--- src/atws_map.vh ---
// Register map, field positions and reset values of the auto three-wire serial channel.
// Assumes an AHB-Lite slave with 32-bit data; each register takes one word at four times its index.
`ifndef ATWS_MAP_VH
`define ATWS_MAP_VH

// ==========================================================
// Register indices (byte address is four times the index)
`define ATWS_IDX_CLKSEL 16'hff43
`define ATWS_IDX_MODE 16'hff68
`define ATWS_IDX_AUTOCTL 16'hff69
`define ATWS_IDX_SHIFT 16'hff6c
`define ATWS_IDX_PTR 16'hff6d
`define ATWS_IDX_BUFADDR 16'hff6e
`define ATWS_IDX_BUFDATA 16'hff6f

// ==========================================================
// Reset values
`define ATWS_RST_CLKSEL 8'h88
`define ATWS_RST_MODE 8'h00
`define ATWS_RST_AUTOCTL 8'h00
`define ATWS_RST_PTR 5'h00

// ==========================================================
// Mode register fields
`define ATWS_MODE_EN 7
`define ATWS_MODE_DIR 6
`define ATWS_MODE_AUTO 5
`define ATWS_MODE_SRC_HI 1
`define ATWS_MODE_SRC_LO 0
`define ATWS_MODE_WMASK 8'he3

// ==========================================================
// Auto transfer control fields
`define ATWS_ACTL_RXEN 7
`define ATWS_ACTL_RPT 6
`define ATWS_ACTL_ERRCHK 5
`define ATWS_ACTL_ERR 4
`define ATWS_ACTL_ACTIVE 3
`define ATWS_ACTL_STROBE 2
`define ATWS_ACTL_BUSYEN 1
`define ATWS_ACTL_BUSYPOL 0
`define ATWS_ACTL_WMASK 8'he7

// ==========================================================
// Sizes
`define ATWS_PTR_W 5
`define ATWS_BUF_DEPTH 64
`define ATWS_BITS_PER_BYTE 4'h8

`endif

--- src/atws_clkdiv.v ---
// Internal serial clock tick generator: half-period ticks of fx/4 .. fx/512.
// Assumes the select nibble is only changed while no transfer runs.
`timescale 1ns/10ps

module atws_clkdiv (
  input wire ref_clk,
  input wire rst,
  input wire ce,
  input wire run,
  input wire [3:0] sel,
  output reg tick
);

  // ==========================================================
  // Select decode
  // Returns {valid, half period minus one}; prohibited codes give no tick at all
  function [8:0] halfLimit;
    input [3:0] code;
    begin
      case (code)
        4'h6: halfLimit = {1'b1, 8'h01};
        4'h7: halfLimit = {1'b1, 8'h03};
        4'h8: halfLimit = {1'b1, 8'h07};
        4'h9: halfLimit = {1'b1, 8'h0f};
        4'ha: halfLimit = {1'b1, 8'h1f};
        4'hb: halfLimit = {1'b1, 8'h3f};
        4'hc: halfLimit = {1'b1, 8'h7f};
        4'hd: halfLimit = {1'b1, 8'hff};
        default: halfLimit = {1'b0, 8'h00};
      endcase
    end
  endfunction

  wire [8:0] lim = halfLimit(sel);
  reg [7:0] count;

  // ==========================================================
  // Counter
  always @(posedge ref_clk or posedge rst) begin
    if (rst) begin
      count <= 8'h00;
      tick <= 1'b0;
    end else if (ce) begin
      if (!run || !lim[8]) begin
        count <= 8'h00;
        tick <= 1'b0;
      end else if (count == lim[7:0]) begin
        count <= 8'h00;
        tick <= 1'b1;
      end else begin
        count <= count + 8'h01;
        tick <= 1'b0;
      end
    end
  end

endmodule // atws_clkdiv

--- src/atws_core.v ---
// Auto three-wire serial channel: AHB-Lite registers, shift engine, automatic multi-byte transfer.
// Assumes pins are synchronous to ref_clk and the bus master issues single word transfers.
//
// The implementer's own choice: the AHB-Lite slave port.
`timescale 1ns/10ps
`include "atws_map.vh"

module atws_core (
  input wire ref_clk,
  input wire rst,
  input wire ce,
  input wire hsel,
  input wire [31:0] haddr,
  input wire [1:0] htrans,
  input wire hwrite,
  input wire [2:0] hsize,
  input wire [31:0] hwdata,
  input wire hready,
  output reg [31:0] hrdata,
  output reg hreadyout,
  output reg hresp,
  input wire serialClockPinIn,
  output reg serialClockPinOut,
  output reg serialClockPinOe,
  output reg serialOutPin,
  output reg serialOutPinOe,
  input wire serialInPin,
  output reg serialInPinReleased,
  input wire threeBitTimerTick,
  input wire busyIn,
  output reg strobeOut,
  output reg channelIrqFlag
);

  // ==========================================================
  // Address decode
  // Returns {hit, index}; an unaligned or out-of-range address misses
  function [16:0] regIdx;
    input [31:0] a;
    begin
      regIdx = {(a[31:18] == 14'h0000) && (a[1:0] == 2'b00), a[17:2]};
    end
  endfunction

  localparam [1:0] ST_IDLE = 2'd0;
  localparam [1:0] ST_SHIFT = 2'd1;
  localparam [1:0] ST_GAP = 2'd2;

  reg [7:0] clkSel;
  reg [7:0] modeReg;
  reg [7:0] autoCtl;
  reg transferActive;
  reg autoErr;
  reg [7:0] shiftReg;
  reg [`ATWS_PTR_W-1:0] ptr;
  reg [`ATWS_PTR_W-1:0] ptrStart;
  reg [5:0] bufAddr;
  reg [7:0] bufMem [0:`ATWS_BUF_DEPTH-1];
  reg [1:0] state;
  reg [3:0] bitCnt;
  reg sckPrev;
  reg gapTickSeen;
  reg wrPend;
  reg [16:0] wrIdx;

  wire [16:0] addrIdx = regIdx(haddr);
  wire addrPhase = hsel & htrans[1] & hready;
  wire [7:0] wrData = hwdata[7:0];
  wire enable = modeReg[`ATWS_MODE_EN];
  wire dirLsb = modeReg[`ATWS_MODE_DIR];
  wire autoMode = modeReg[`ATWS_MODE_AUTO];
  wire srcExt = ~modeReg[`ATWS_MODE_SRC_HI];
  wire recvOn = autoCtl[`ATWS_ACTL_RXEN];
  wire busyOn = autoCtl[`ATWS_ACTL_BUSYEN];
  wire errCheck = autoCtl[`ATWS_ACTL_ERRCHK] & busyOn;
  // Busy polarity bit picks the active level of the busy input
  wire busyActive = busyOn & (busyIn ^ autoCtl[`ATWS_ACTL_BUSYPOL]);
  wire running = enable & (state == ST_SHIFT);

  // ==========================================================
  // Serial clock sources
  wire divTick;
  atws_clkdiv uDiv (
    .ref_clk(ref_clk),
    .rst(rst),
    .ce(ce),
    .run(enable & (state != ST_IDLE)),
    .sel(clkSel[7:4]),
    .tick(divTick)
  );

  // Internal source toggles the clock pin on each tick; an external clock is edge-detected
  wire intTick = modeReg[`ATWS_MODE_SRC_LO] ? divTick : threeBitTimerTick;
  wire fallEv = running & (srcExt ? (sckPrev & ~serialClockPinIn) : (intTick & serialClockPinOut));
  wire riseEv = running & (srcExt ? (~sckPrev & serialClockPinIn) : (intTick & ~serialClockPinOut));
  wire gapTick = srcExt | intTick;
  wire [7:0] nextShift = dirLsb ? {serialInPin, shiftReg[7:1]} : {shiftReg[6:0], serialInPin};
  wire lastBit = (bitCnt == `ATWS_BITS_PER_BYTE - 4'h1);

  // ==========================================================
  // AHB-Lite slave: zero wait states, always OKAY
  always @(posedge ref_clk or posedge rst) begin
    if (rst) begin
      hrdata <= 32'h00000000;
      hreadyout <= 1'b1;
      hresp <= 1'b0;
      wrPend <= 1'b0;
      wrIdx <= 17'h00000;
    end else if (ce) begin
      hreadyout <= 1'b1;
      hresp <= 1'b0;
      wrPend <= addrPhase & hwrite;
      wrIdx <= addrIdx;
      if (addrPhase && !hwrite) begin
        hrdata <= 32'h00000000;
        if (addrIdx[16]) begin
          case (addrIdx[15:0])
            `ATWS_IDX_CLKSEL: hrdata[7:0] <= clkSel;
            `ATWS_IDX_MODE: hrdata[7:0] <= modeReg;
            `ATWS_IDX_AUTOCTL: hrdata[7:0] <= {autoCtl[7:5], autoErr, transferActive, autoCtl[2:0]};
            `ATWS_IDX_SHIFT: hrdata[7:0] <= shiftReg;
            `ATWS_IDX_PTR: hrdata[7:0] <= {3'b000, ptr};
            `ATWS_IDX_BUFADDR: hrdata[7:0] <= {2'b00, bufAddr};
            `ATWS_IDX_BUFDATA: hrdata[7:0] <= bufMem[bufAddr];
            default: hrdata <= 32'h00000000;
          endcase
        end
      end
    end
  end

  // Write strobe for one register index; misses and reads give none
  function wrHit;
    input [16:0] idx;
    input [15:0] want;
    begin
      wrHit = idx[16] && (idx[15:0] == want);
    end
  endfunction

  wire wrClk = wrPend & wrHit(wrIdx, `ATWS_IDX_CLKSEL);
  wire wrMode = wrPend & wrHit(wrIdx, `ATWS_IDX_MODE);
  wire wrAuto = wrPend & wrHit(wrIdx, `ATWS_IDX_AUTOCTL);
  wire wrShift = wrPend & wrHit(wrIdx, `ATWS_IDX_SHIFT);
  wire wrPtr = wrPend & wrHit(wrIdx, `ATWS_IDX_PTR);
  wire wrBufA = wrPend & wrHit(wrIdx, `ATWS_IDX_BUFADDR);
  wire wrBufD = wrPend & wrHit(wrIdx, `ATWS_IDX_BUFDATA);
  wire autoRecv = autoMode & recvOn & (state == ST_SHIFT) & riseEv & lastBit;

  // ==========================================================
  // Byte buffer: the engine's received byte wins over a software write
  always @(posedge ref_clk) begin
    if (ce) begin
      if (autoRecv) begin
        bufMem[{1'b0, ptr}] <= nextShift;
      end else if (wrBufD) begin
        bufMem[bufAddr] <= wrData;
      end
    end
  end

  // ==========================================================
  // Control registers
  always @(posedge ref_clk or posedge rst) begin
    if (rst) begin
      clkSel <= `ATWS_RST_CLKSEL;
      modeReg <= `ATWS_RST_MODE;
      autoCtl <= `ATWS_RST_AUTOCTL;
      bufAddr <= 6'h00;
    end else if (ce) begin
      // Any nibble is stored; a prohibited one just stops the divider, so the serial clock stops when the divider is the source
      if (wrClk) begin
        clkSel <= wrData;
      end
      if (wrMode) begin
        modeReg <= wrData & `ATWS_MODE_WMASK;
      end
      if (wrAuto) begin
        autoCtl <= wrData & `ATWS_ACTL_WMASK;
      end
      if (wrBufA) begin
        bufAddr <= wrData[5:0];
      end
    end
  end

  // ==========================================================
  // Shift engine and automatic transfer sequencer
  always @(posedge ref_clk or posedge rst) begin
    if (rst) begin
      state <= ST_IDLE;
      shiftReg <= 8'h00;
      bitCnt <= 4'h0;
      ptr <= `ATWS_RST_PTR;
      ptrStart <= `ATWS_RST_PTR;
      transferActive <= 1'b0;
      autoErr <= 1'b0;
      sckPrev <= 1'b1;
      gapTickSeen <= 1'b0;
      serialClockPinOut <= 1'b1;
      serialOutPin <= 1'b1;
      strobeOut <= 1'b0;
      channelIrqFlag <= 1'b0;
    end else if (ce) begin
      sckPrev <= serialClockPinIn;
      channelIrqFlag <= 1'b0;
      if (wrPtr) begin
        ptr <= wrData[`ATWS_PTR_W-1:0];
      end
      if (!enable) begin
        // Disabling the channel aborts any transfer
        state <= ST_IDLE;
        bitCnt <= 4'h0;
        transferActive <= 1'b0;
        serialClockPinOut <= 1'b1;
        strobeOut <= 1'b0;
        if (wrShift) begin
          shiftReg <= wrData;
        end
      end else if (wrShift) begin
        // A write restarts the engine; writing mid-transfer is a software fault
        state <= ST_SHIFT;
        bitCnt <= 4'h0;
        transferActive <= 1'b1;
        autoErr <= 1'b0;
        serialClockPinOut <= 1'b1;
        strobeOut <= 1'b0;
        if (autoMode) begin
          ptrStart <= ptr;
          shiftReg <= bufMem[{1'b0, ptr}];
        end else begin
          shiftReg <= wrData;
        end
      end else begin
        case (state)
          ST_SHIFT: begin
            if (!srcExt && intTick) begin
              serialClockPinOut <= ~serialClockPinOut;
            end
            if (fallEv) begin
              serialOutPin <= dirLsb ? shiftReg[0] : shiftReg[7];
            end
            if (riseEv) begin
              shiftReg <= nextShift;
              if (lastBit) begin
                bitCnt <= 4'h0;
                if (autoMode) begin
                  state <= ST_GAP;
                  gapTickSeen <= 1'b0;
                  strobeOut <= autoCtl[`ATWS_ACTL_STROBE];
                  if (errCheck && busyActive) begin
                    // Partner still busy when a byte was forced on it
                    autoErr <= 1'b1;
                    transferActive <= 1'b0;
                    state <= ST_IDLE;
                    strobeOut <= 1'b0;
                    channelIrqFlag <= 1'b1;
                  end
                end else begin
                  state <= ST_IDLE;
                  transferActive <= 1'b0;
                  channelIrqFlag <= 1'b1;
                end
              end else begin
                bitCnt <= bitCnt + 4'h1;
              end
            end
          end
          ST_GAP: begin
            if (gapTick) begin
              gapTickSeen <= 1'b1;
              strobeOut <= 1'b0;
            end
            if (gapTickSeen && !busyActive) begin
              if (ptr == `ATWS_RST_PTR) begin
                if (autoCtl[`ATWS_ACTL_RPT]) begin
                  ptr <= ptrStart;
                  shiftReg <= bufMem[{1'b0, ptrStart}];
                  state <= ST_SHIFT;
                end else begin
                  state <= ST_IDLE;
                  transferActive <= 1'b0;
                  channelIrqFlag <= 1'b1;
                end
              end else begin
                ptr <= ptr - 5'h01;
                shiftReg <= bufMem[{1'b0, ptr - 5'h01}];
                state <= ST_SHIFT;
              end
            end
          end
          ST_IDLE: begin
            serialClockPinOut <= 1'b1;
            strobeOut <= 1'b0;
          end
          default: begin
            state <= ST_IDLE;
          end
        endcase
      end
    end
  end

  // ==========================================================
  // Pin ownership
  // Enables trail the mode register by one cycle, so a pin changes owner a cycle after the write
  always @(posedge ref_clk or posedge rst) begin
    if (rst) begin
      serialClockPinOe <= 1'b0;
      serialOutPinOe <= 1'b0;
      serialInPinReleased <= 1'b1;
    end else if (ce) begin
      serialClockPinOe <= enable & ~srcExt;
      serialOutPinOe <= enable;
      serialInPinReleased <= ~enable | ~recvOn;
    end
  end

endmodule // atws_core

--- config.mk ---
export PLATFORM = sky130hd
export DESIGN_NAME = atws_core
export DESIGN_NICKNAME = d
export VERILOG_FILES = /design/src/atws_clkdiv.v /design/src/atws_core.v
export VERILOG_INCLUDE_DIRS = /design/src
export SDC_FILE = /design/constraint.sdc
export NUM_CORES = 1
export LEC_CHECK = 0
export ABC_AREA = 0
export BUFFER_PORTS_ARGS = -buffer_cell sky130_fd_sc_hd__clkbuf_2
export CORE_MARGIN = 1
export CORE_UTILIZATION = 55
export DETAILED_ROUTE_END_ITERATION = 10
export GPL_ROUTABILITY_DRIVEN = 0
export PLACE_DENSITY_LB_ADDON = 0.08
export SETUP_SLACK_MARGIN = 0.02
export SLEW_MARGIN = 20
export SYNTH_ARGS = -nofsm -noshare
export SYNTH_HDL_FRONTEND = slang
export SYNTH_SLANG_ARGS = --single-unit
--- constraint.sdc ---
create_clock -name ref_clk -period 5.9 [get_ports ref_clk]
set_input_delay 0.295 -clock ref_clk [delete_from_list [all_inputs] [get_ports ref_clk]]
set_output_delay 0.295 -clock ref_clk [all_outputs]
set_load 0.05 [all_outputs]
After elaboration in Yosys (flattened, before gate mapping)
Memory sizes are Yosys's and may differ from the RTL's. Cells that the tools add are included.

Add/subtract/negate cells: 3. Equality and inequality tests: 40. Multiplexer cells: 95. Bitwise logic cells: 35. Reductions and logical operators: 46.

Operators by type and width (number): equality test 16 bit (second input constant) (14); two-way mux 8 bit (13); case mux 8 bit (7 select lines) (1); two-way mux 1 bit (53); two-way mux 5 bit (7); != test 4 bit (second input constant) (8); AND 1 bit (25); two-way mux 4 bit (5); two-way mux 2 bit (8); case mux 8 bit (2 select lines) (1); AND reduction 8 bit (2); nonzero test 2 bit (8); logical NOT 14 bit (1); logical AND 1 bit (12); AND reduction 6 bit (2); AND reduction 2 bit (5); AND reduction 5 bit (2); != test 3 bit (second input constant) (3); adder 8 x 1 -> 8 bit (second input constant) (1); equality test 8 bit (1); != test 2 bit (second input constant) (4); != test 4 x 1 -> 1 bit (second input constant) (2); case mux 1 bit (2 select lines) (4); OR reduction 8 bit (1); other kinds (23) (36).

Register bits: 119. RAM bits: 512. Bits in read-only memories: 144. Bits of input ports: 79. Output and inout port bits: 41. Word-level logic and storage cells: 246. Memories kept: 2.

Memories: bufMem (depth 64, width 8, read ports 4, clocked after memory_dff 0, wr ports 1, line atws_core.v:58) `` reg [7:0] bufMem [0:`ATWS_BUF_DEPTH-1]; ``; (name not given) (depth 16, width 9, read ports 1, clocked after memory_dff 0, wr ports 0, line atws_clkdiv.v:20) `case (code)`.

Longest topological paths before layout
Depth after elaboration: 11. Gate-level depth with buffers: 16. Depth with buffers taken out: 8.

Modules after synthesis
A second synthesis with hierarchy kept.

Cell total of the unflattened synthesis: 2049. Area, all modules: 32193.4 um^2.

By module, submodules not included: atws_core (times used 1, cells an instance 1965, area each 31416.4 um^2, seq. area each 17534.3 um^2); atws_clkdiv (times used 1, cells an instance 84, area each 777.0 um^2, seq. area each 225.2 um^2).

Worst setup path before layout
OpenSTA, ideal clock, no wires.

Path kind: register to register. From: register serialClockPinOut. To: memory bufMem[0][2] (data pin). Setup time: 0.548 ns. Arrival time: 3.594 ns. Required time: 5.352 ns. Setup slack: 1.758 ns. Stages on the path, launching flop included: 8. Buffers on the path: 1. Clock period less this slack: 4.142 ns. Path through: dfstp_2 > inv_1 > a31oi_1 > nor4b_4 > nor2_4 > buf_2 > nor2_1 > a21oi_1.

Longest elaborated chain between the ends: 11.

RTL lines: start, declared (line atws_core.v:23) `output reg serialClockPinOut,`; start signal, assigned (line atws_core.v:238) `serialClockPinOut <= ~serialClockPinOut;`; NOT 1 bit (line atws_core.v:95) `wire riseEv = running & (srcExt ? (~sckPrev & serialClockPinIn) : (intTick & ~serialClockPinOut));`; AND 1 bit (line atws_core.v:95); two-way mux 1 bit (line atws_core.v:95); AND 1 bit (line atws_core.v:95); AND 1 bit (2 in a row) (line atws_core.v:148) `wire autoRecv = autoMode & recvOn & (state == ST_SHIFT) & riseEv & lastBit;`; two-way mux 1 bit (line atws_core.v:154) `if (autoRecv) begin`; two-way mux 1 bit (line atws_core.v:153) `if (ce) begin`; two-way mux 1 bit (implied by the code) (line atws_core.v:157) `bufMem[bufAddr] <= wrData;`; OR reduction 8 bit (no source line); two-way mux 8 bit (no source line); end, declared (line atws_core.v:58).

No other way between the ends.

Worst setup path in the final report
From: register ptr[1]. To: register shiftReg[4].

Longest elaborated chain between the ends: 7. Elaborated cells on any way between the ends: 11. Those cells by class: add/sub: 1; eq/ne: 1; mux: 6; reduce/logical: 2; memory: 1.

RTL lines: start, declared (line atws_core.v:55) `` reg [`ATWS_PTR_W-1:0] ptr; ``; start signal, assigned (line atws_core.v:194) `` ptr <= `ATWS_RST_PTR; ``; start signal, assigned (line atws_core.v:208) `` ptr <= wrData[`ATWS_PTR_W-1:0]; ``; start signal, assigned (line atws_core.v:277) `ptr <= ptrStart;`; subtractor 5 x 1 -> 5 bit (line atws_core.v:287) `shiftReg <= bufMem[{1'b0, ptr - 5'h01}];`; memory (64 x 8 bit); two-way mux 8 bit (line atws_core.v:275) `` if (ptr == `ATWS_RST_PTR) begin ``; two-way mux 8 bit (line atws_core.v:274) `if (gapTickSeen && !busyActive) begin`; case mux 8 bit (2 select lines) (line atws_core.v:235) `case (state)`; two-way mux 8 bit (line atws_core.v:220) `end else if (wrShift) begin`; two-way mux 8 bit (line atws_core.v:210) `if (!enable) begin`; end signal, assigned (line atws_core.v:218) `shiftReg <= wrData;`; end signal, assigned (line atws_core.v:232) `shiftReg <= wrData;`; end signal, assigned (line atws_core.v:278) `shiftReg <= bufMem[{1'b0, ptrStart}];`; end, declared (line atws_core.v:54) `reg [7:0] shiftReg;`.

Parallel ways exist; a longest one is shown, timed or not. The select of a mux whose other input is x is not followed. A chain may end at the register's enable or synchronous reset.

==> results.yml <==
status:
  status: "completed"
clock_network:
  cts-buffers-inserted: 68
  postCtsHoldBufs: 17
  cts.htree.levels: 3
  cts_buffer_depth: 3
  clk_latency_ns: 0.62
  clkTransAtPathRegs_ns: 0.06
  post_cts_buffers: 0
  cts_tree: "built"
  cts_root_buffer: "clkbuf_16"
  cts_resized: 0
  cts_sinks: 607
power:
  irDropWorstVdd_uv: 285
  power_per_cell_area_mw_per_mm2: 248
  leakagePower_nw: 13.0
die:
  std_cell_rows: 88
  fp.dieH_um: 245
  die_area_mm2: 0.0602
  ios: 120
  coreArea_mm2: 0.0581
  die_x_um: 245
  initial_core_util_pct: 56.1
finish:
  drive_gt1_share_pct: 30.3
  utilization_pct: 62.2
  final_area_mm2: 0.0362
  area_growth_pct: 11.0
  n_fill_cell: 4230
  instances_no_fill: 3006
  nNetsFinal: 2277
logic_synthesis:
  synth_area_mm2: 0.0326
  synth_largest_area_cell: "edfxtp_1"
  synth.top_cell.area_share_pct: 47.2
  avgSynthCellArea_um2: 15.4
  yosys_register_bits: 607
  synth_commonest_cells: "512 x edfxtp_1, 297 x mux4_2, 142 x nor2_1"
  synth.area.top_cells: "edfxtp_1 47%, mux4_2 21%, dfrtp_1 6.8%"
  yosysSeqAreaShare_pct: 54.5
  synth-main-ff-cell: "edfxtp_1"
  synth-edff-count: 512
  synth-warning-count: 0
  synthArstFlopShare_pct: 15.7
  synth_cells: 2121
  ys_types: 82
  synth.most_common_cell: "edfxtp_1"
worst_setup_path:
  startpoint: "ptr[1]$_DFFE_PP0P_"
  crit_type: "flop to flop"
  r2r_start: "ptr[1]$_DFFE_PP0P_"
  rr_worst_depth: 9
  cp.required_ns: 6.39
  worstSetupEndpointType: "flop"
  path_max_fanout: 40
  reg2reg_setup_slack_ns: 1.82
  worstReg2RegEnd: "shiftReg[4]$_DFFE_PP0P_"
  critPathArrivalTime_ns: 4.57
  worst_setup_path_start_kind: "flop"
placed_design:
  dp.cells: 2864
  port_buffers: 65
  detailed_place_hpwl_um: 64800
  placed_cell_area_mm2: 0.0337
timing:
  drv_slew: 0
  rsz0062_at_grt: "no"
  slew_headroom_pct: 15.1
  timing.fmax_mhz: 245
  setup_viol: 0
  timing.final.crit_period_ns: 4.08
  min_period_over_period_pct: 69.2
  final.setup.tns_ns: 0
  worst_slew_pin_slew_ns: 1.27
  hold_viol_final: 0
  finalClockSkew_ns: 0.0201
run:
  drv_cap: 0
global_routing:
  grt.total_usage_pct: 33.8
  antenna_found_initial: 5
  grt_pass1_vias: 21400
  overflow: 0
  grt_max_degree: 74
  grt_pass1_wl_um: 147000
route:
  drtIter0Drc: 2753
  routed_wl_um: 100000
  via_count: 21800
  drtPass1Iterations: 7
  wl_per_cell_um: 33.3
  viasPerCell: 7.24
  drt.antenna.violating_nets: 0
  post-route-drc-count: 0
hold_path:
  holdPathEnd: "modeReg[6]$_DFFE_PP0P_"
  min_path_cells: 2
  hold_path.class: "input port to flop"
  hold_start: "hwdata[6]"
-- stage by stage --
step,power (W),hold slack [ns],setup WS (ns)
after floorplan,0.00481,0.432,1.76
final,0.00899,0.0791,1.82
after global placement,0.00484,0.272,1.88
after detailed placement,0.00485,0.281,1.90
after CTS,0.00901,0.0603,1.89
after global routing,0.00917,0.0673,1.69
-- metal layers --
layer	part of all wire (%)	track usage [%]
met1	38	47.3
met2	46	51.3
met3	11	8.60
met4	4.2	12.7
met5	0.041	0
-- layout make-up --
type                    count  area [µm²]  share of cell area, %
diodes                      1        2.50                0.00692
clock buffers              88        1890                   5.23
clock inverters            33         318                  0.879
inverters                  24        92.6                  0.256
multi-input cells        1330       14000                   38.6
flip-flops and latches    607       17800                   49.2
well taps                 765         957                   2.65
repair buffers            158        1150                   3.18
-- cell usage in the layout, fill, tap and decap left out, types with 8 or more instances in the layout --
master,count
a2111oi_0,9
a211o_1,9
a211oi_1,19
a21oi_1,22
a221oi_1,8
a22oi_1,27
a31oi_1,10
a32o_1,19
and2_1,22
and3_1,8
buf_4,70
clkbuf_1,12
clkbuf_16,71
clkbuf_2,65
clkinv_1,10
clkinv_2,12
conb_1,26
dfrtp_1,79
dlygate4sd3_1,17
edfxtp_1,512
ha_1,8
inv_1,21
mux2_2,83
mux2i_1,114
mux4_2,297
nand2_1,111
nand2b_1,10
nand3_1,51
nand4_1,18
nand4b_1,13
nor2_1,128
nor2_4,8
nor2b_1,20
nor3_1,35
nor4_1,17
o211ai_1,17
o21ai_0,42
o221ai_1,22
o22ai_1,20
o31ai_1,13
-- state kept, by name (all words and copies together) (netlist names), 2 cells and up --
signal	flops
bufMem	512
wrIdx	17
clkSel	8
hrdata	8
shiftReg	8
uDiv.count	8
autoCtl	6
bufAddr	6
modeReg	5
ptrStart	5
ptr	5
bitCnt	4
state	2
-- worst max-delay path by stage --
stage / depth (start not counted) / end
after floorplan: 7 / bufMem[0][2]$_DFFE_PP_
after global placement: 9 / shiftReg[4]$_DFFE_PP0P_
after detailed placement: 9 / shiftReg[4]$_DFFE_PP0P_
after CTS: 9 / shiftReg[4]$_DFFE_PP0P_
after global routing: 7 / bufMem[23][2]$_DFFE_PP_
final: 9 / shiftReg[4]$_DFFE_PP0P_
-- critical path, stage by stage, from the launching register on --
cell,delay (ns)
dfrtp_4,0.75
inv_1,0.17
ha_4,0.78
buf_4,0.51
mux2_2,0.39
o221ai_1,0.40
o221ai_1,0.20
nor4_1,0.42
buf_4,0.23
o211ai_1,0.09
-- power by group --
group          total (W)  switching (W)  internal, W
combinational   0.000149       0.000108    0.0000416
clock            0.00422        0.00179      0.00242
sequential       0.00462     0.00000981      0.00461
-- logic make-up after synthesis --
logic type / synth area share [%]
AOI/OAI and AO/OA: 6.69
xor gates and xnor gates: 0.211
adders and majority gates: 0.345
buffers and inverters: 3.35
DFF: 54.5
muxes: 27.0
other: 0.0230
and+or+nand+nor: 7.85
Note: power is estimated with default switching activity, not from simulation.
